`src/hw/clkrst_pkg.sv`:
```
// Constants and types shared by the clock and reset manager.
// Assumes one 20 MHz system clock and an active high asynchronous reset.
//
// Contract
// - After any reset, run from the RC oscillator for 1024 cycles first.
// - After start-up, switch to the external source by itself if present.
// - Fall back to the RC oscillator when the external source fails.
// - Keep a readable sticky flag once the external source has failed.
// - Supply rising above threshold starts the reset sequence.
// - Supply below minimum level forces internal reset.
// - Supervision timer expiry causes a full internal reset.
// - Reset pin low halts digital logic; clock control keeps running.
// - Reset pin lows shorter than 1 us are ignored.
// - Internal reset holds until pin high plus 4096 timer cycles.
// - Processor starts fetching at address zero after reset release.
// - Interface select and address pins are sampled during reset.
// - Exactly one of UART, SPI or I2C is enabled at all times.
// - Pin A low gives SPI; A high, B low UART; both high I2C.
`default_nettype none

package clkrst_pkg;

    // ------------------------------------------------------------
    // Timing
    // ------------------------------------------------------------
    localparam int unsigned CLK_PERIOD_NS     = 50;
    localparam int unsigned STARTUP_CYCLES    = 1024;
    localparam int unsigned PIN_FILTER_NS     = 1000;
    // Least time, so round up
    localparam int unsigned PIN_FILTER_CYCLES = (PIN_FILTER_NS + CLK_PERIOD_NS - 1) / CLK_PERIOD_NS;
    localparam int unsigned RESET_TIMER_CYCLES = 4096;
    localparam int unsigned SWITCH_GAP_CYCLES = 2;
    localparam int unsigned SUP_TIMEOUT_DEFAULT = 65536;

    localparam logic [9:0]  STARTUP_LAST  = 10'(STARTUP_CYCLES - 1);
    localparam logic [4:0]  FILTER_LAST   = 5'(PIN_FILTER_CYCLES - 1);
    localparam logic [11:0] RST_TMR_LAST  = 12'(RESET_TIMER_CYCLES - 1);
    localparam logic [1:0]  GAP_LAST      = 2'(SWITCH_GAP_CYCLES - 1);

    // ------------------------------------------------------------
    // Values after reset
    // ------------------------------------------------------------
    localparam logic [23:0] RESET_VECTOR   = 24'h000000;
    localparam logic [1:0]  DEV_ADDR_RESET = 2'h0;

    typedef enum logic [1:0] {IFC_SPI, IFC_UART, IFC_I2C} ifc_e;
    typedef enum logic [2:0] {CS_RC_START, CS_RC, CS_GAP_TO_EXT, CS_EXT, CS_GAP_TO_RC} clk_state_e;

endpackage

`default_nettype wire

```
`src/hw/rst_seq_if.sv`:
```
// Carrier between the manager top and its reset sequencer.
// Assumes both ends sit in the system clock domain.
`default_nettype none

interface rst_seq_if;
    logic pin_low;     // Synchronised reset pin, low seen
    logic por_fail;    // Supply below threshold
    logic sup_expire;  // Supervision timer ran out
    logic sys_rst;     // Internal reset level
    logic release_now; // Strobe in the last reset cycle

    modport seq (input pin_low, input por_fail, input sup_expire, output sys_rst, output release_now);
    modport top (output pin_low, output por_fail, output sup_expire, input sys_rst, input release_now);
endinterface

`default_nettype wire

```
`src/hw/rst_sequencer.sv`:
```
// Reset pin filter, source merge and release timer.
// Assumes all inputs are already synchronous to CLK_SYS.
`default_nettype none

module rst_sequencer (
    input  wire logic clk,
    input  wire logic rst,
    rst_seq_if.seq    rs
);
    typedef struct packed {
        logic [4:0]  filt_cnt;
        logic        pin_rst;
        logic [11:0] tmr_cnt;
        logic        sys_rst;
    } seq_s;

    seq_s st;
    seq_s next_st;
    logic any_req;

    // ------------------------------------------------------------
    // Next state
    // ------------------------------------------------------------
    // Sources merged by OR; release only through the timer
    assign any_req = rs.por_fail | rs.sup_expire | st.pin_rst;
    assign rs.sys_rst = st.sys_rst;
    assign rs.release_now = st.sys_rst & ~any_req & (st.tmr_cnt == clkrst_pkg::RST_TMR_LAST);

    always_comb begin
        next_st = st;
        // Short lows never reach the counter end, so noise is dropped
        if (rs.pin_low) begin
            if (st.filt_cnt == clkrst_pkg::FILTER_LAST) begin
                next_st.pin_rst = 1'b1;
            end else begin
                next_st.filt_cnt = st.filt_cnt + 5'h01;
            end
        end else begin
            next_st.filt_cnt = 5'h00;
            next_st.pin_rst  = 1'b0;
        end
        // Timer restarts while any request stands
        if (any_req) begin
            next_st.sys_rst = 1'b1;
            next_st.tmr_cnt = 12'h000;
        end else if (st.sys_rst) begin
            if (rs.release_now) begin
                next_st.sys_rst = 1'b0;
            end else begin
                next_st.tmr_cnt = st.tmr_cnt + 12'h001;
            end
        end
    end

    // Power-up puts the sequencer in reset with the timer cleared
    always_ff @(posedge clk or posedge rst) begin
        if (rst) begin
            st <= '{filt_cnt: 5'h00, pin_rst: 1'b0, tmr_cnt: 12'h000, sys_rst: 1'b1};
        end else begin
            st <= next_st;
        end
    end
endmodule

`default_nettype wire

```
`src/hw/clock_reset_manager.sv`:
```
// Clock source selection, supervision timer and reset merge.
// Assumes the gate enables drive a glitch-free clock gate per source.
`default_nettype none

module clock_reset_manager #(
    parameter int unsigned SUP_TIMEOUT = clkrst_pkg::SUP_TIMEOUT_DEFAULT
) (
    input  wire logic        CLK_SYS,
    input  wire logic        RST,
    input  wire logic        RESET_N,
    input  wire logic        DIGITAL_SUPPLY_RAIL_OK,
    input  wire logic        XTAL_OK,
    input  wire logic        SOFTWARE_SUPERVISION_TIMER_REFRESH,
    input  wire logic        INTERFACE_SELECT_PIN_A,
    input  wire logic        INTERFACE_SELECT_PIN_B,
    input  wire logic [1:0]  ADDR_PIN,
    output logic             SYS_RST,
    output logic             CPU_START,
    output logic [23:0]      FETCH_ADDR,
    output logic             RC_CLK_EN,
    output logic             EXT_CLK_EN,
    output logic             OSC_FAIL,
    output logic             EN_UART,
    output logic             EN_SPI,
    output logic             EN_I2C,
    output logic [1:0]       DEV_ADDR
);
    localparam logic [31:0] SUP_LAST = 32'(SUP_TIMEOUT - 1);

    typedef struct packed {
        logic [6:0]            sync1;
        logic [6:0]            sync2;
        clkrst_pkg::clk_state_e cs;
        logic [9:0]            start_cnt;
        logic [1:0]            gap_cnt;
        logic                  rc_restart;
        logic                  osc_fail;
        logic                  rst_seen;
        logic [31:0]           sup_cnt;
        logic                  sup_expire;
        clkrst_pkg::ifc_e      ifc;
        logic [1:0]            addr;
        logic [23:0]           fetch;
        logic                  start;
    } top_s;

    top_s st;
    top_s next_st;
    logic xtal_ok;
    logic sel_a;
    logic sel_b;

    rst_seq_if rs ();

    rst_sequencer u_seq (
        .clk (CLK_SYS),
        .rst (RST),
        .rs  (rs.seq)
    );

    // ------------------------------------------------------------
    // Synchronised pin view
    // ------------------------------------------------------------
    // Only the second stage is read; bit order matches sync1 load
    assign rs.pin_low    = ~st.sync2[0];
    assign rs.por_fail   = ~st.sync2[1];
    assign xtal_ok       = st.sync2[2];
    assign sel_a         = st.sync2[3];
    assign sel_b         = st.sync2[4];
    assign rs.sup_expire = st.sup_expire;

    function automatic clkrst_pkg::ifc_e decode_ifc(input logic a, input logic b);
        if (!a) begin
            decode_ifc = clkrst_pkg::IFC_SPI;
        end else if (!b) begin
            decode_ifc = clkrst_pkg::IFC_UART;
        end else begin
            decode_ifc = clkrst_pkg::IFC_I2C;
        end
    endfunction

    // ------------------------------------------------------------
    // Next state
    // ------------------------------------------------------------
    always_comb begin
        next_st       = st;
        next_st.sync1 = {ADDR_PIN, INTERFACE_SELECT_PIN_B, INTERFACE_SELECT_PIN_A, XTAL_OK,
                         DIGITAL_SUPPLY_RAIL_OK, RESET_N};
        next_st.sync2 = st.sync1;
        next_st.rst_seen = rs.sys_rst;
        next_st.start    = rs.release_now;

        // Clock control runs through pin reset; a new reset restarts start-up
        if (rs.sys_rst && !st.rst_seen) begin
            next_st.start_cnt = 10'h000;
            if (st.cs == clkrst_pkg::CS_EXT) begin
                // Close the external gate through a full dead gap first
                next_st.cs         = clkrst_pkg::CS_GAP_TO_RC;
                next_st.gap_cnt    = 2'h0;
                next_st.rc_restart = 1'b1;
                // A failure in the same cycle is still recorded
                if (!xtal_ok) begin
                    next_st.osc_fail = 1'b1;
                end
            end else if ((st.cs == clkrst_pkg::CS_GAP_TO_EXT || st.cs == clkrst_pkg::CS_GAP_TO_RC)
                         && st.gap_cnt != clkrst_pkg::GAP_LAST) begin
                // Gap already running: finish it, then start up on RC
                next_st.cs         = clkrst_pkg::CS_GAP_TO_RC;
                next_st.gap_cnt    = st.gap_cnt + 2'h1;
                next_st.rc_restart = 1'b1;
            end else begin
                next_st.cs         = clkrst_pkg::CS_RC_START;
                next_st.rc_restart = 1'b0;
            end
        end else begin
            unique case (st.cs)
                clkrst_pkg::CS_RC_START: begin
                    if (st.start_cnt == clkrst_pkg::STARTUP_LAST) begin
                        next_st.cs      = xtal_ok ? clkrst_pkg::CS_GAP_TO_EXT : clkrst_pkg::CS_RC;
                        next_st.gap_cnt = 2'h0;
                    end else begin
                        next_st.start_cnt = st.start_cnt + 10'h001;
                    end
                end
                clkrst_pkg::CS_RC: begin
                    if (xtal_ok) begin
                        next_st.cs      = clkrst_pkg::CS_GAP_TO_EXT;
                        next_st.gap_cnt = 2'h0;
                    end
                end
                clkrst_pkg::CS_GAP_TO_EXT: begin
                    // Both gates shut for the gap: trades a few cycles for no runt phase
                    if (st.gap_cnt == clkrst_pkg::GAP_LAST) begin
                        next_st.cs = xtal_ok ? clkrst_pkg::CS_EXT : clkrst_pkg::CS_RC;
                    end else begin
                        next_st.gap_cnt = st.gap_cnt + 2'h1;
                    end
                end
                clkrst_pkg::CS_EXT: begin
                    if (!xtal_ok) begin
                        next_st.cs       = clkrst_pkg::CS_GAP_TO_RC;
                        next_st.gap_cnt  = 2'h0;
                        next_st.osc_fail = 1'b1;
                    end
                end
                clkrst_pkg::CS_GAP_TO_RC: begin
                    if (st.gap_cnt == clkrst_pkg::GAP_LAST) begin
                        // A pending restart still owes the full start-up run
                        next_st.cs = st.rc_restart ? clkrst_pkg::CS_RC_START : clkrst_pkg::CS_RC;
                        next_st.rc_restart = 1'b0;
                    end else begin
                        next_st.gap_cnt = st.gap_cnt + 2'h1;
                    end
                end
                default: begin
                    next_st.cs = clkrst_pkg::CS_RC;
                end
            endcase
        end

        // Supervision timer: firmware refresh keeps it from running out
        next_st.sup_expire = 1'b0;
        if (rs.sys_rst || SOFTWARE_SUPERVISION_TIMER_REFRESH) begin
            next_st.sup_cnt = 32'h00000000;
        end else if (st.sup_cnt == SUP_LAST) begin
            next_st.sup_cnt    = 32'h00000000;
            next_st.sup_expire = 1'b1;
        end else begin
            next_st.sup_cnt = st.sup_cnt + 32'h00000001;
        end

        // Straps follow the pins during reset and freeze at release
        if (rs.sys_rst) begin
            next_st.ifc   = decode_ifc(sel_a, sel_b);
            next_st.addr  = st.sync2[6:5];
            next_st.fetch = clkrst_pkg::RESET_VECTOR;
        end
    end

    // Fail flag is sticky until a hard reset
    always_ff @(posedge CLK_SYS or posedge RST) begin
        if (RST) begin
            st <= '{sync1: 7'h00, sync2: 7'h00, cs: clkrst_pkg::CS_RC_START, start_cnt: 10'h000,
                    gap_cnt: 2'h0, rc_restart: 1'b0, osc_fail: 1'b0, rst_seen: 1'b1, sup_cnt: 32'h00000000,
                    sup_expire: 1'b0, ifc: clkrst_pkg::IFC_SPI, addr: clkrst_pkg::DEV_ADDR_RESET,
                    fetch: clkrst_pkg::RESET_VECTOR, start: 1'b0};
        end else begin
            st <= next_st;
        end
    end

    // ------------------------------------------------------------
    // Outputs
    // ------------------------------------------------------------
    assign SYS_RST    = rs.sys_rst;
    assign CPU_START  = st.start;
    assign FETCH_ADDR = st.fetch;
    assign RC_CLK_EN  = (st.cs == clkrst_pkg::CS_RC_START) || (st.cs == clkrst_pkg::CS_RC);
    assign EXT_CLK_EN = (st.cs == clkrst_pkg::CS_EXT);
    assign OSC_FAIL   = st.osc_fail;
    // One-hot by construction of the enum
    assign EN_SPI     = (st.ifc == clkrst_pkg::IFC_SPI);
    assign EN_UART    = (st.ifc == clkrst_pkg::IFC_UART);
    assign EN_I2C     = (st.ifc == clkrst_pkg::IFC_I2C);
    assign DEV_ADDR   = st.addr;
endmodule

`default_nettype wire

```
`config.mk`:
```
export PLATFORM = sky130hd
export DESIGN_NAME = clock_reset_manager
export DESIGN_NICKNAME = d
export VERILOG_FILES = /design/src/hw/clkrst_pkg.sv /design/src/hw/rst_seq_if.sv /design/src/hw/rst_sequencer.sv /design/src/hw/clock_reset_manager.sv
export SDC_FILE = /design/constraint.sdc
export NUM_CORES = 1
export LEC_CHECK = 0
export BUFFER_PORTS_ARGS = -buffer_cell sky130_fd_sc_hd__buf_2
export CORE_MARGIN = 2
export CORE_UTILIZATION = 45
export CTS_CLUSTER_SIZE = 24
export DETAILED_ROUTE_END_ITERATION = 16
export SYNTH_ARGS = -nofsm -noshare
export SYNTH_HDL_FRONTEND = slang
export SYNTH_SLANG_ARGS = --single-unit
```
`constraint.sdc`:
```
create_clock -name CLK_SYS -period 3.7 [get_ports CLK_SYS]
set_input_delay 0.37 -clock CLK_SYS [delete_from_list [all_inputs] [get_ports CLK_SYS]]
set_output_delay 0.37 -clock CLK_SYS [all_outputs]
set_load 0.01 [all_outputs]
```
Word level (Yosys, flattened, before mapping)
Cells that the tools add are included.
{"block": "classes", "add_sub_neg": 5, "n_mul": 0, "div": 0, "n_lt_le_gt_ge": 0, "eq_ne": 22, "n_shift": 0, "mux": 39, "bitwise_logic": 6, "n_reduce_logical": 20}
{"op": "$mux 32", "n": 2}
{"op": "$add 32x1->32 const B", "n": 1}
{"op": "$eq 32x16->1 const B", "n": 1}
{"op": "$mux 13", "n": 2}
{"op": "$mux 3", "n": 8}
{"op": "$mux 10", "n": 2}
{"op": "$mux 2", "n": 9}
{"op": "$mux 17", "n": 1}
{"op": "$pmux 3 s5", "n": 1}
{"op": "$add 12x1->12 const B", "n": 1}
{"op": "$eq 12x12->1 const B", "n": 1}
{"op": "$mux 12", "n": 1}
{"op": "$ne 3x2->1 const B", "n": 4}
{"op": "$add 10x1->10 const B", "n": 1}
{"op": "$eq 10x10->1 const B", "n": 1}
{"op": "$mux 1", "n": 10}
{"op": "$reduce_bool 2->1", "n": 5}
{"op": "$ne 3x3->1 const B", "n": 3}
{"op": "$pmux 2 s4", "n": 1}
{"op": "$eq 3x2->1 const B", "n": 2}
{"op": "$mux 6", "n": 1}
{"op": "$reduce_and 2->1", "n": 3}
{"op": "$reduce_and 6->1", "n": 1}
{"op": "$add 5x1->5 const B", "n": 1}
{"op": "20 further kinds", "n": 29}
{"block": "word_totals", "regBits": 89, "latch_bits": 0, "ramBits": 0, "rom_bits": 0, "in_bits": 10, "wordCells": 109, "mem_count": 0}

Depth between registers and ports, before layout
Gate-level depths: netlist (run 1).
{"block": "logic_depth", "ltp_word": 9, "ltp_mapped": 8}

By module
Synthesis (run 1) repeated with hierarchy kept, for this count alone.
{"block": "hier_totals", "cells_unflattened": 446, "area_unflattened_um2": 4423.0}
{"module": "clock_reset_manager", "n_inst": 1, "cells_per_inst": 351, "area_each_um2": 3460.8, "seq_area_each_um2": 1752.9}
{"module": "rst_sequencer", "n_inst": 1, "cells_per_inst": 95, "area_each_um2": 962.2, "seq_area_each_um2": 476.7}

Least setup slack after synthesis (run 1)
Ideal clock, no wire load.
{"block": "synth_timing", "path_type": "flip-flop to flip-flop", "start": "register u_seq.st (netlist bit u_seq.rs.sys_rst)", "end": "register st[65] (netlist name)", "setup_ns": 0.125, "arrival_time_ns": 1.902, "required_ns": 3.575, "slack_ns": 1.673, "stages_incl_launch_ff": 8, "n_path_buf": 2, "period_less_slack_ns": 2.027, "cell_sequence": "dfstp_2 -> buf_2 -> nand2b_1 -> and3_1 -> and2_1 -> clkbuf_1 -> a31oi_1 -> mux2_2"}
{"block": "synth_between", "elab_chain_len": 3}
{"item": "from (decl)", "line": "rst_sequencer.sv:17", "rtl": "seq_s st;"}
{"item": "from (signal assigned)", "line": "rst_sequencer.sv:58", "rtl": "st <= '{filt_cnt: 5'h00, pin_rst: 1'b0, tmr_cnt: 12'h000, sys_rst: 1'b1};"}
{"item": "from (signal assigned)", "line": "rst_sequencer.sv:60", "rtl": "st <= next_st;"}
{"item": "$logic_and 1x1->1 *", "line": "clock_reset_manager.sv:94", "rtl": "if (rs.sys_rst && !st.rst_seen) begin"}
{"item": "$ne 3x2->1 (no line) (tied with other cells)"}
{"item": "$reduce_and 6->1 (no line)"}
{"item": "to (signal assigned)", "line": "clock_reset_manager.sv:183", "rtl": "st <= '{sync1: 7'h00, sync2: 7'h00, cs: clkrst_pkg::CS_RC_START, start_cnt: 10'h000,"}
{"item": "to (signal assigned)", "line": "clock_reset_manager.sv:188", "rtl": "st <= next_st;"}
{"item": "to (decl)", "line": "clock_reset_manager.sv:47", "rtl": "top_s st;"}
Every way passes the cells marked *; elsewhere a longest branch is shown, timed or not.
A chain may end at the register's enable or synchronous reset.

Worst setup path after layout (run 1)
Ends and elaborated chain as after synthesis.

==> run_results.csv, run 1 <==
group,metric,value,unit
status,status,"finished clean",
clocking,cts-buffers-inserted,9,
drt,drt_wl_total,8000,µm
setup_path,regToRegStartpoint,"u_seq.rs.sys_rst",
timing,skew,0.00659,ns
timing,fin_ws,1.38,ns
synthesis,yosys_warnings,0,
synthesis,netlist_instances,452,
setup_path,cp_max_fo,20,
grt,grt_pass1_wl,14000,µm
setup_path,r2r_setup_slack,1.38,ns
place,dpl-instance-area,0.00449,mm²
place,gp_congestion,0.816,
place,port_buffers,19,
final_layout,drive_gt1_share,11.2,%
worst_hold_path,hold_end,"next_st[84]",
final_layout,final_core_util,48.9,%
synthesis,synth-edff-count,0,
timing,max_freq,0.431,GHz
floorplan,die_area,0.0105,mm²
timing,period_needed,2.32,ns
synthesis,syn_avg_cell_area,9.69,µm²
synthesis,synth_mux_area_share,1.74,%
synthesis,synth-simple-area-share,23.2,%
place,dp.cells,589,
timing,setup-violations-final,0,
synthesis,async_reset_ff_share,100,%
drt,routedWlPerCell,13.2,µm
timing,rsz0062_at_grt,"false",
power,p_leak,2.02,nW
clocking,ctsResizeCount,0,
floorplan,ios,44,
final_layout,fin_nets,482,
setup_path,critPathLaunchType,"flop",
timing,slew-limit-headroom,50.3,%
timing,slew_viol_final,0,
synthesis,synth_common_cells,"dfrtp_1, nor2_1, nand2_1, nand3_1, buf_4",
grt,grt_max_degree,44,
setup_path,cp_top_family,"flip-flops",
floorplan,die_w,103,µm
drt,vias_per_cell,5.24,
final_layout,register_area,0.00223,mm²
drt,drtIter0Drc,111,
setup_path,arrival,2.57,ns
clocking,clk_pin_slew,0.10,ns
grt,grt_pass1_vias,3023,
timing,fin_setup_tns,0,ns
clocking,cts_buffer_depth,2,
timing,min_period_over_period,62.7,%
synthesis,synth.top_cell.area_share,49.7,%
clocking,cts_tree,"done",
drt,ant_nets,0,
clocking,cts_hold_buffers,0,
synthesis,synth_xor_area_share,7.40,%
grt,antenna_found_initial,0,
grt,gr-total-overflow,0,
setup_path,path_cells,"nor2b_1 > nor2_1 > o311ai_0 > a31oi_1 > mux2_2",
synthesis,synth_top_family_by_area,"simple AND/OR/NAND/NOR gates",
synthesis,ys_top_cells_by_area,"dfrtp_1, nor2_1, xor2_1",
synthesis,synth_seq_cells,89,
synthesis,synth_area,0.00438,mm²
setup_path,required,3.95,ns
synthesis,yosys.cell_count.top_type,"dfrtp_1",
synthesis,synth-seq-area-share,50.9,%
worst_hold_path,hp-class,"in2reg",
synthesis,synthFlopType,"dfrtp_1",
setup_path,slowest_stage,"dfstp_2",
timing,tightestPinTransition,0.736,ns
setup_path,end_kind,"flop",
synthesis,synth_top_area_cell,"dfrtp_1",
final_layout,area_growth,6.97,%
drt,drtPass1Iterations,4,
run,cap_violations,0,
power,ir_worst_vdd,0.178,mV
worst_hold_path,min_path_cells,1,
setup_path,r2r_cells,5,
clocking,htreeDepth,3,
setup_path,r2r-end,"st[65]",
setup_path,max_stage_delay,0.73,ns
grt,grt_usage,16.9,%
clocking,cts_sinks,89,
final_layout,multiInputGateArea,0.00192,mm²
final_layout,instances_no_fill,605,
synthesis,synthAdderAreaFrac,1.43,%
floorplan,coreArea,0.00959,mm²
synthesis,synth_compound_area_share,7.94,%
clocking,clk_latency,0.36,ns
place,post-dp-hpwl,5550,µm
setup_path,crit_buf_inv,0,
floorplan,rows,36,
worst_hold_path,min_from,"INTERFACE_SELECT_PIN_B",
final_layout,fillers,917,
power,power_density,365,mW/mm²
synthesis,yosysUniqueCellTypes,51,
floorplan,start_util,45.7,%
drt,drcViolationCount,0,
final_layout,num_antenna_cells,0,
setup_path,path_class,"reg2reg",
floorplan,die_y,103,µm
drt,vias,3168,
place,dp_slack,1.42,ns
clocking,clock-root-buffer,"clkbuf_8",
clocking,post_cts_buffers,0,
timing,finalHoldViolations,0,
final_layout,stdcell_area,0.00469,mm²
-- layout by cell type, fill, tap and decap left out, types with 6 or more instances in the layout --
cell	count
a21oi_1	17
nand2_1	30
dfrtp_1	87
o21ai_0	24
buf_2	19
nand4_1	15
inv_1	15
xnor2_1	13
conb_1	24
nor3_1	13
nor2_1	61
xor2_1	24
nor4_1	6
nand3_1	30
clkbuf_8	9
a31oi_1	6
and4_1	7
and3_1	12
-- cells by family (layout without fill, tap and decap cells) --
logic type / count (synthesis) / after routing
AO/OA/AOI/OAI: 59 / 59
XOR/XNOR: 37 / 37
adder cells (fa/ha/maj): 5 / 5
buffers and inverters: 57 / 54
flip-flops: 89 / 89
multiplexers: 7 / 7
other: 1 / 24
AND/OR/NAND/NOR: 197 / 197
-- worst max path at each step --
| stage | start | endpoint | slack (ns) | cells past startpoint |
|---|---|---|---|---|
| after global routing | u_seq.rs.sys_rst | st[65] | 1.14 | 5 |
| after global placement | u_seq.rs.sys_rst | st[65] | 1.51 | 5 |
| after floorplan | RST | CPU_START | 1.03 | 1 |
| after CTS | u_seq.rs.sys_rst | st[65] | 1.40 | 5 |
| after detailed placement | u_seq.rs.sys_rst | st[65] | 1.42 | 5 |
| final | u_seq.rs.sys_rst | st[65] | 1.38 | 5 |
-- layer usage --
metal / routed length, µm / part of all wire [%] / up-vias / global-route usage, %
li1: - / - / 1559 / -
met1: 3820 / 48 / 1529 / 22.9
met2: 3760 / 47 / 72 / 26.6
met3: 318 / 4.0 / 8 / 3.25
met4: 103 / 1.3 / 0 / 7.49
met5: 0 / 0 / - / 0
-- per-stage QoR --
step / total power (W) / hold slack [ns]
final: 0.00171 / 0.104
after global routing: 0.00180 / 0.0697
after CTS: 0.00174 / 0.0824
after detailed placement: 0.00108 / 0.335
after global placement: 0.00108 / 0.335
after floorplan: 0.00108 / 0.331
-- sequential cells by signal, indices dropped and copies added (netlist names) --
register and count:
u_seq.rs.sys_rst 1, st 56, u_seq.st 18, rs.sup_expire 1, sel_b 1, OSC_FAIL 1
DEV_ADDR 2, CPU_START 1, sel_a 1, next_st 7
-- power breakdown --
group           total, W  switching (W)  internal [W]  leakage (nW)
logic          0.0000620      0.0000448     0.0000172         0.751
clock network   0.000653       0.000389      0.000265        0.0970
registers       0.000997      0.0000101      0.000987          1.17
-- final cells by class --
class | instances | share of cell area (%)
tap | 133 | 3.55
timing repair buffer | 22 | 2.51
sequential | 89 | 47.6
inverter | 16 | 1.31
clock inverter | 7 | 1.55
clock buffer | 9 | 2.64
multi-input combinational | 329 | 40.9
(Power assumes the default switching activity.)
==> inputs of run 2 (changes only) <==
PLACE_DENSITY = 0.66   (was default)
clock period = 2.1 ns   (was 3.7 ns; I/O delays follow)
==> run_results.csv, run 2 (synthesized netlist as in run 1, its figures left out) <==
group,metric,value,unit
setup_path,r2r_cells,7,
worst_hold_path,hp-class,"in2reg",
grt,grt_pass1_vias,3027,
worst_hold_path,min_from,"SOFTWARE_SUPERVISION_TIMER_REFRESH",
clocking,cts_buffer_depth,2,
power,ir_worst_vdd,0.366,mV
setup_path,required,2.38,ns
clocking,htreeDepth,3,
setup_path,r2r_setup_slack,0.13,ns
timing,fin_setup_tns,0,ns
worst_hold_path,min_path_cells,3,
floorplan,start_util,45.7,%
run,cap_violations,0,
drt,drtPass1Iterations,5,
timing,period_needed,1.97,ns
final_layout,fin_nets,507,
grt,grt_max_degree,90,
timing,finalHoldViolations,0,
timing,skew,0.0107,ns
setup_path,arrival,2.24,ns
clocking,cts_tree,"done",
timing,setup-violations-final,0,
drt,ant_nets,0,
clocking,clk_pin_slew,0.09,ns
timing,rsz0062_at_grt,"false",
grt,gr-total-overflow,0,
timing,slew_viol_final,0,
final_layout,drive_gt1_share,14.3,%
grt,grt_usage,16.7,%
final_layout,largest_reg_flops,56,
floorplan,die_y,103,µm
floorplan,die_area,0.0105,mm²
final_layout,area_growth,13.4,%
setup_path,end_kind,"flop",
timing,slew-limit-headroom,60.2,%
floorplan,coreArea,0.00959,mm²
drt,drt_wl_total,8250,µm
drt,drtIter0Drc,219,
grt,antenna_found_initial,0,
timing,max_freq,0.508,GHz
setup_path,path_class,"reg2reg",
clocking,clk_latency,0.36,ns
place,post-dp-hpwl,5600,µm
final_layout,final_common_cell,"dfrtp_1",
setup_path,cp_max_fo,11,
final_layout,layout_common_cells,"dfrtp_1, nor2_1, nand2_1, nand3_1",
power,p_leak,2.16,nW
floorplan,rows,36,
floorplan,die_w,103,µm
clocking,clock-root-buffer,"clkbuf_8",
drt,drcViolationCount,0,
timing,min_period_over_period,93.7,%
worst_hold_path,hold_end,"st[31]",
floorplan,ios,44,
place,gp_congestion,0.874,
timing,tightestPinTransition,0.595,ns
setup_path,regToRegStartpoint,"st[30]",
power,power_density,665,mW/mm²
clocking,cts-buffers-inserted,9,
final_layout,num_antenna_cells,0,
drt,vias_per_cell,5.25,
timing,timing.hold.ws,0.224,ns
setup_path,r2r-end,"st[56]",
status,status,"finished clean",
grt,grt_pass1_wl,14000,µm
drt,routedWlPerCell,13.1,µm
clocking,cts_sinks,89,
final_layout,largest_register,"st",
place,port_buffers,19,
setup_path,critPathLaunchType,"flop",
drt,vias,3305,
[run 2: cell types whose count changed in the layout (fill, tap and decap cells not counted), sizes merged]
cell / previous run / this run
buf: 22 / 39
dlygate4sd3: 0 / 8
bufinv: 0 / 3
clkinv: 3 / 1
inv: 19 / 17
clkinvlp: 1 / 2
[run 2: what timing repair did]
action,CTS,global route
setup buffers,0,4
resized for setup,0,1
hold endpoints to repair,31,0
endpoints found under the setup margin,0,5
hold buffers,8,0
[run 2: final cells by class]
class	instances	area (µm²)
Clock buffer	9	124
Clock inverter	7	124
Fill cell	895	4630
Inverter	16	63.8
Multi-Input combinational cell	329	1920
Sequential cell	89	2230
Tap cell	133	166
Timing Repair Buffer	47	338
[run 2: worst max path at each step]
stage	cells past startpoint	start	slack [ns]	end
after global routing	7	st[30]	0.03	st[48]
final	7	st[30]	0.13	st[56]
after detailed placement	6	st[67]	0.14	st[65]
after CTS	6	st[67]	0.12	st[65]
after global placement	6	st[67]	0.25	st[66]
after floorplan	7	u_seq.rs.sys_rst	0.07	st[65]
[run 2: worst max-delay path, stage by stage, from the launching register on]
cell,delay (ns)
dfrtp_1,0.40
ha_1,0.22
nand3_1,0.14
nor4_2,0.29
buf_4,0.22
nand3_1,0.14
or3_1,0.33
a21oi_1,0.15
[run 2: through the flow]
step | util (%) | power [W] | cell area, µm² | instances | worst slack, ns
3_3_place_gp | 48.0 | 0.00190 | 4600 | 602 | 0.246
3_5_place_dp | 48.0 | 0.00190 | 4600 | 602 | 0.143
5_1_grt | 51.8 | 0.00344 | 4970 | 630 | 0.0257
6_report | 51.8 | 0.00330 | 4970 | 630 | 0.133
2_1_floorplan | - | 0.00190 | 4470 | 475 | 0.0734
4_1_cts | 51.4 | 0.00335 | 4930 | 626 | 0.122
[run 2: power breakdown]
group	total, W	internal [W]	switching (W)
combinational	0.000121	0.0000415	0.0000797
sequential	0.00176	0.00174	0.0000184
clock	0.00142	0.000801	0.000622
total	0.00330	0.00258	0.000720
[run 2: layer usage]
metal	routed length [µm]	vias to the layer above	GRT usage, %	part of all wire (%)
li1	-	1604	-	-
met1	3840	1635	22.1	47
met2	4090	64	27.4	50
met3	283	2	4.54	3.4
met4	36	0	4.51	0.44
met5	0	-	0	0
==> inputs of run 3 (changes only) <==
CELL_PAD_IN_SITES_DETAIL_PLACEMENT = 0   (was default)
CELL_PAD_IN_SITES_GLOBAL_PLACEMENT = 1   (was default)
CORE_UTILIZATION = 41   (was 45)
PLACE_DENSITY = default   (was 0.66)
PLACE_DENSITY_LB_ADDON = 0.1   (was default)
==> run_results.csv, run 3 (synthesized netlist as in run 1, its figures left out) <==
group,metric,value,unit
final_layout,fin_nets,502,
timing,slew_viol_final,0,
final_layout,largest_reg_flops,56,
final_layout,layout_common_cells,"dfrtp_1, nor2_1, nand2_1, nand3_1",
worst_hold_path,hold_end,"st[31]",
setup_path,r2r-end,"st[56]",
timing,fin_setup_tns,0,ns
floorplan,die_y,107,µm
final_layout,final_common_cell,"dfrtp_1",
timing,period_needed,1.96,ns
final_layout,register_area,0.00223,mm²
floorplan,start_util,42.3,%
setup_path,r2r_setup_slack,0.14,ns
power,p_leak,2.12,nW
clocking,clk_pin_slew,0.11,ns
timing,max_freq,0.511,GHz
floorplan,rows,37,
setup_path,path_class,"reg2reg",
floorplan,ios,44,
final_layout,fillers,1020,
clocking,clock-root-buffer,"clkbuf_8",
final_layout,final_core_util,47.3,%
drt,drtIter0Drc,164,
setup_path,critPathLaunchType,"flop",
grt,grt_usage,16.5,%
timing,finalHoldViolations,0,
setup_path,arrival,2.26,ns
timing,setup-violations-final,0,
drt,ant_nets,0,
place,port_buffers,19,
drt,drtPass1Iterations,6,
final_layout,area_growth,12.0,%
worst_hold_path,min_from,"SOFTWARE_SUPERVISION_TIMER_REFRESH",
clocking,cts_tree,"done",
setup_path,r2r_cells,7,
timing,min_period_over_period,93.1,%
drt,drt_wl_total,8480,µm
clocking,post_cts_buffers,0,
final_layout,num_antenna_cells,0,
grt,grt_pass1_vias,3023,
clocking,cts_sinks,89,
timing,rsz0062_at_grt,"false",
run,cap_violations,0,
power,power_density,627,mW/mm²
grt,gr-total-overflow,0,
clocking,clk_latency,0.38,ns
worst_hold_path,hp-class,"in2reg",
timing,skew,0.0133,ns
final_layout,drive_gt1_share,13.8,%
power,ir_worst_vdd,0.466,mV
clocking,htreeDepth,3,
timing,tightestPinTransition,0.611,ns
drt,routedWlPerCell,13.5,µm
final_layout,multiInputGateArea,0.00193,mm²
grt,grt_max_degree,90,
timing,slew-limit-headroom,59.1,%
clocking,cts-buffers-inserted,9,
final_layout,instances_no_fill,628,
setup_path,end_kind,"flop",
place,dp.cells,604,
floorplan,die_area,0.0115,mm²
worst_hold_path,min_path_cells,3,
clocking,cts_buffer_depth,2,
power,total_power,0.00308,W
floorplan,die_w,107,µm
drt,vias,3179,
grt,antenna_found_initial,0,
final_layout,largest_register,"st",
place,post-dp-hpwl,5760,µm
status,status,"finished clean",
setup_path,cp_max_fo,13,
setup_path,regToRegStartpoint,"st[30]",
floorplan,coreArea,0.0104,mm²
grt,grt_pass1_wl,14900,µm
setup_path,required,2.40,ns
drt,vias_per_cell,5.06,
drt,drcViolationCount,0,
place,gp_congestion,0.810,
-- run 3: power by group --
group          internal (W)  total (W)  leakage, nW  switching, W
Combinational     0.0000413   0.000121        0.851     0.0000798
Sequential          0.00174    0.00176         1.17     0.0000183
Clock              0.000479    0.00120        0.104      0.000718
Total               0.00226    0.00308         2.12      0.000816
-- run 3: worst max-delay path by stage --
stage	from	end	slack (ns)	cells after the start
after floorplan	u_seq.rs.sys_rst	st[65]	0.07	7
after global placement	st[30]	st[48]	0.22	7
after detailed placement	st[30]	st[48]	0.15	7
after CTS	st[30]	st[48]	0.1	7
after global routing	st[30]	st[48]	0.009	7
final	st[30]	st[56]	0.14	7
-- run 3: worst max-delay path, cell delays in order, from the launching register on --
cell,delay [ns]
dfrtp_1,0.40
ha_1,0.23
nand3_1,0.13
nor4_2,0.27
buf_4,0.22
nand3_1,0.14
or3_1,0.34
a21oi_1,0.15
-- run 3: area by class of cell --
cell class	instances	share of cell area, %
Tap cell	136	3.47
Timing Repair Buffer	42	6.37
Inverter	16	1.30
Sequential cell	89	45.4
Clock inverter	7	1.61
Multi-Input combinational cell	329	39.3
Clock buffer	9	2.52
-- run 3: layer usage --
| layer | up-vias | routed length, µm | global-route usage [%] |
|---|---|---|---|
| li1 | 1593 | - | - |
| met1 | 1526 | 4050 | 21.9 |
| met2 | 49 | 4010 | 25.9 |
| met3 | 11 | 298 | 5.45 |
| met4 | 0 | 108 | 4.67 |
| met5 | - | 0 | 0 |
-- run 3: timing repair --
action | 4_1_cts | 5_1_grt
resized for setup | 0 | 3
hold buffers | 8 | 0
setup endpoints to repair | 0 | 7
endpoints found under the hold margin | 94 | 0
-- run 3: stage by stage --
step	worst slack (ns)	instance area (µm²)	hold WS, ns
after floorplan	0.0734	4470	0.241
after global placement	0.221	4610	0.319
after detailed placement	0.154	4610	0.320
after CTS	0.0971	4890	0.172
after global routing	0.00943	4910	0.178
final	0.145	4910	0.183
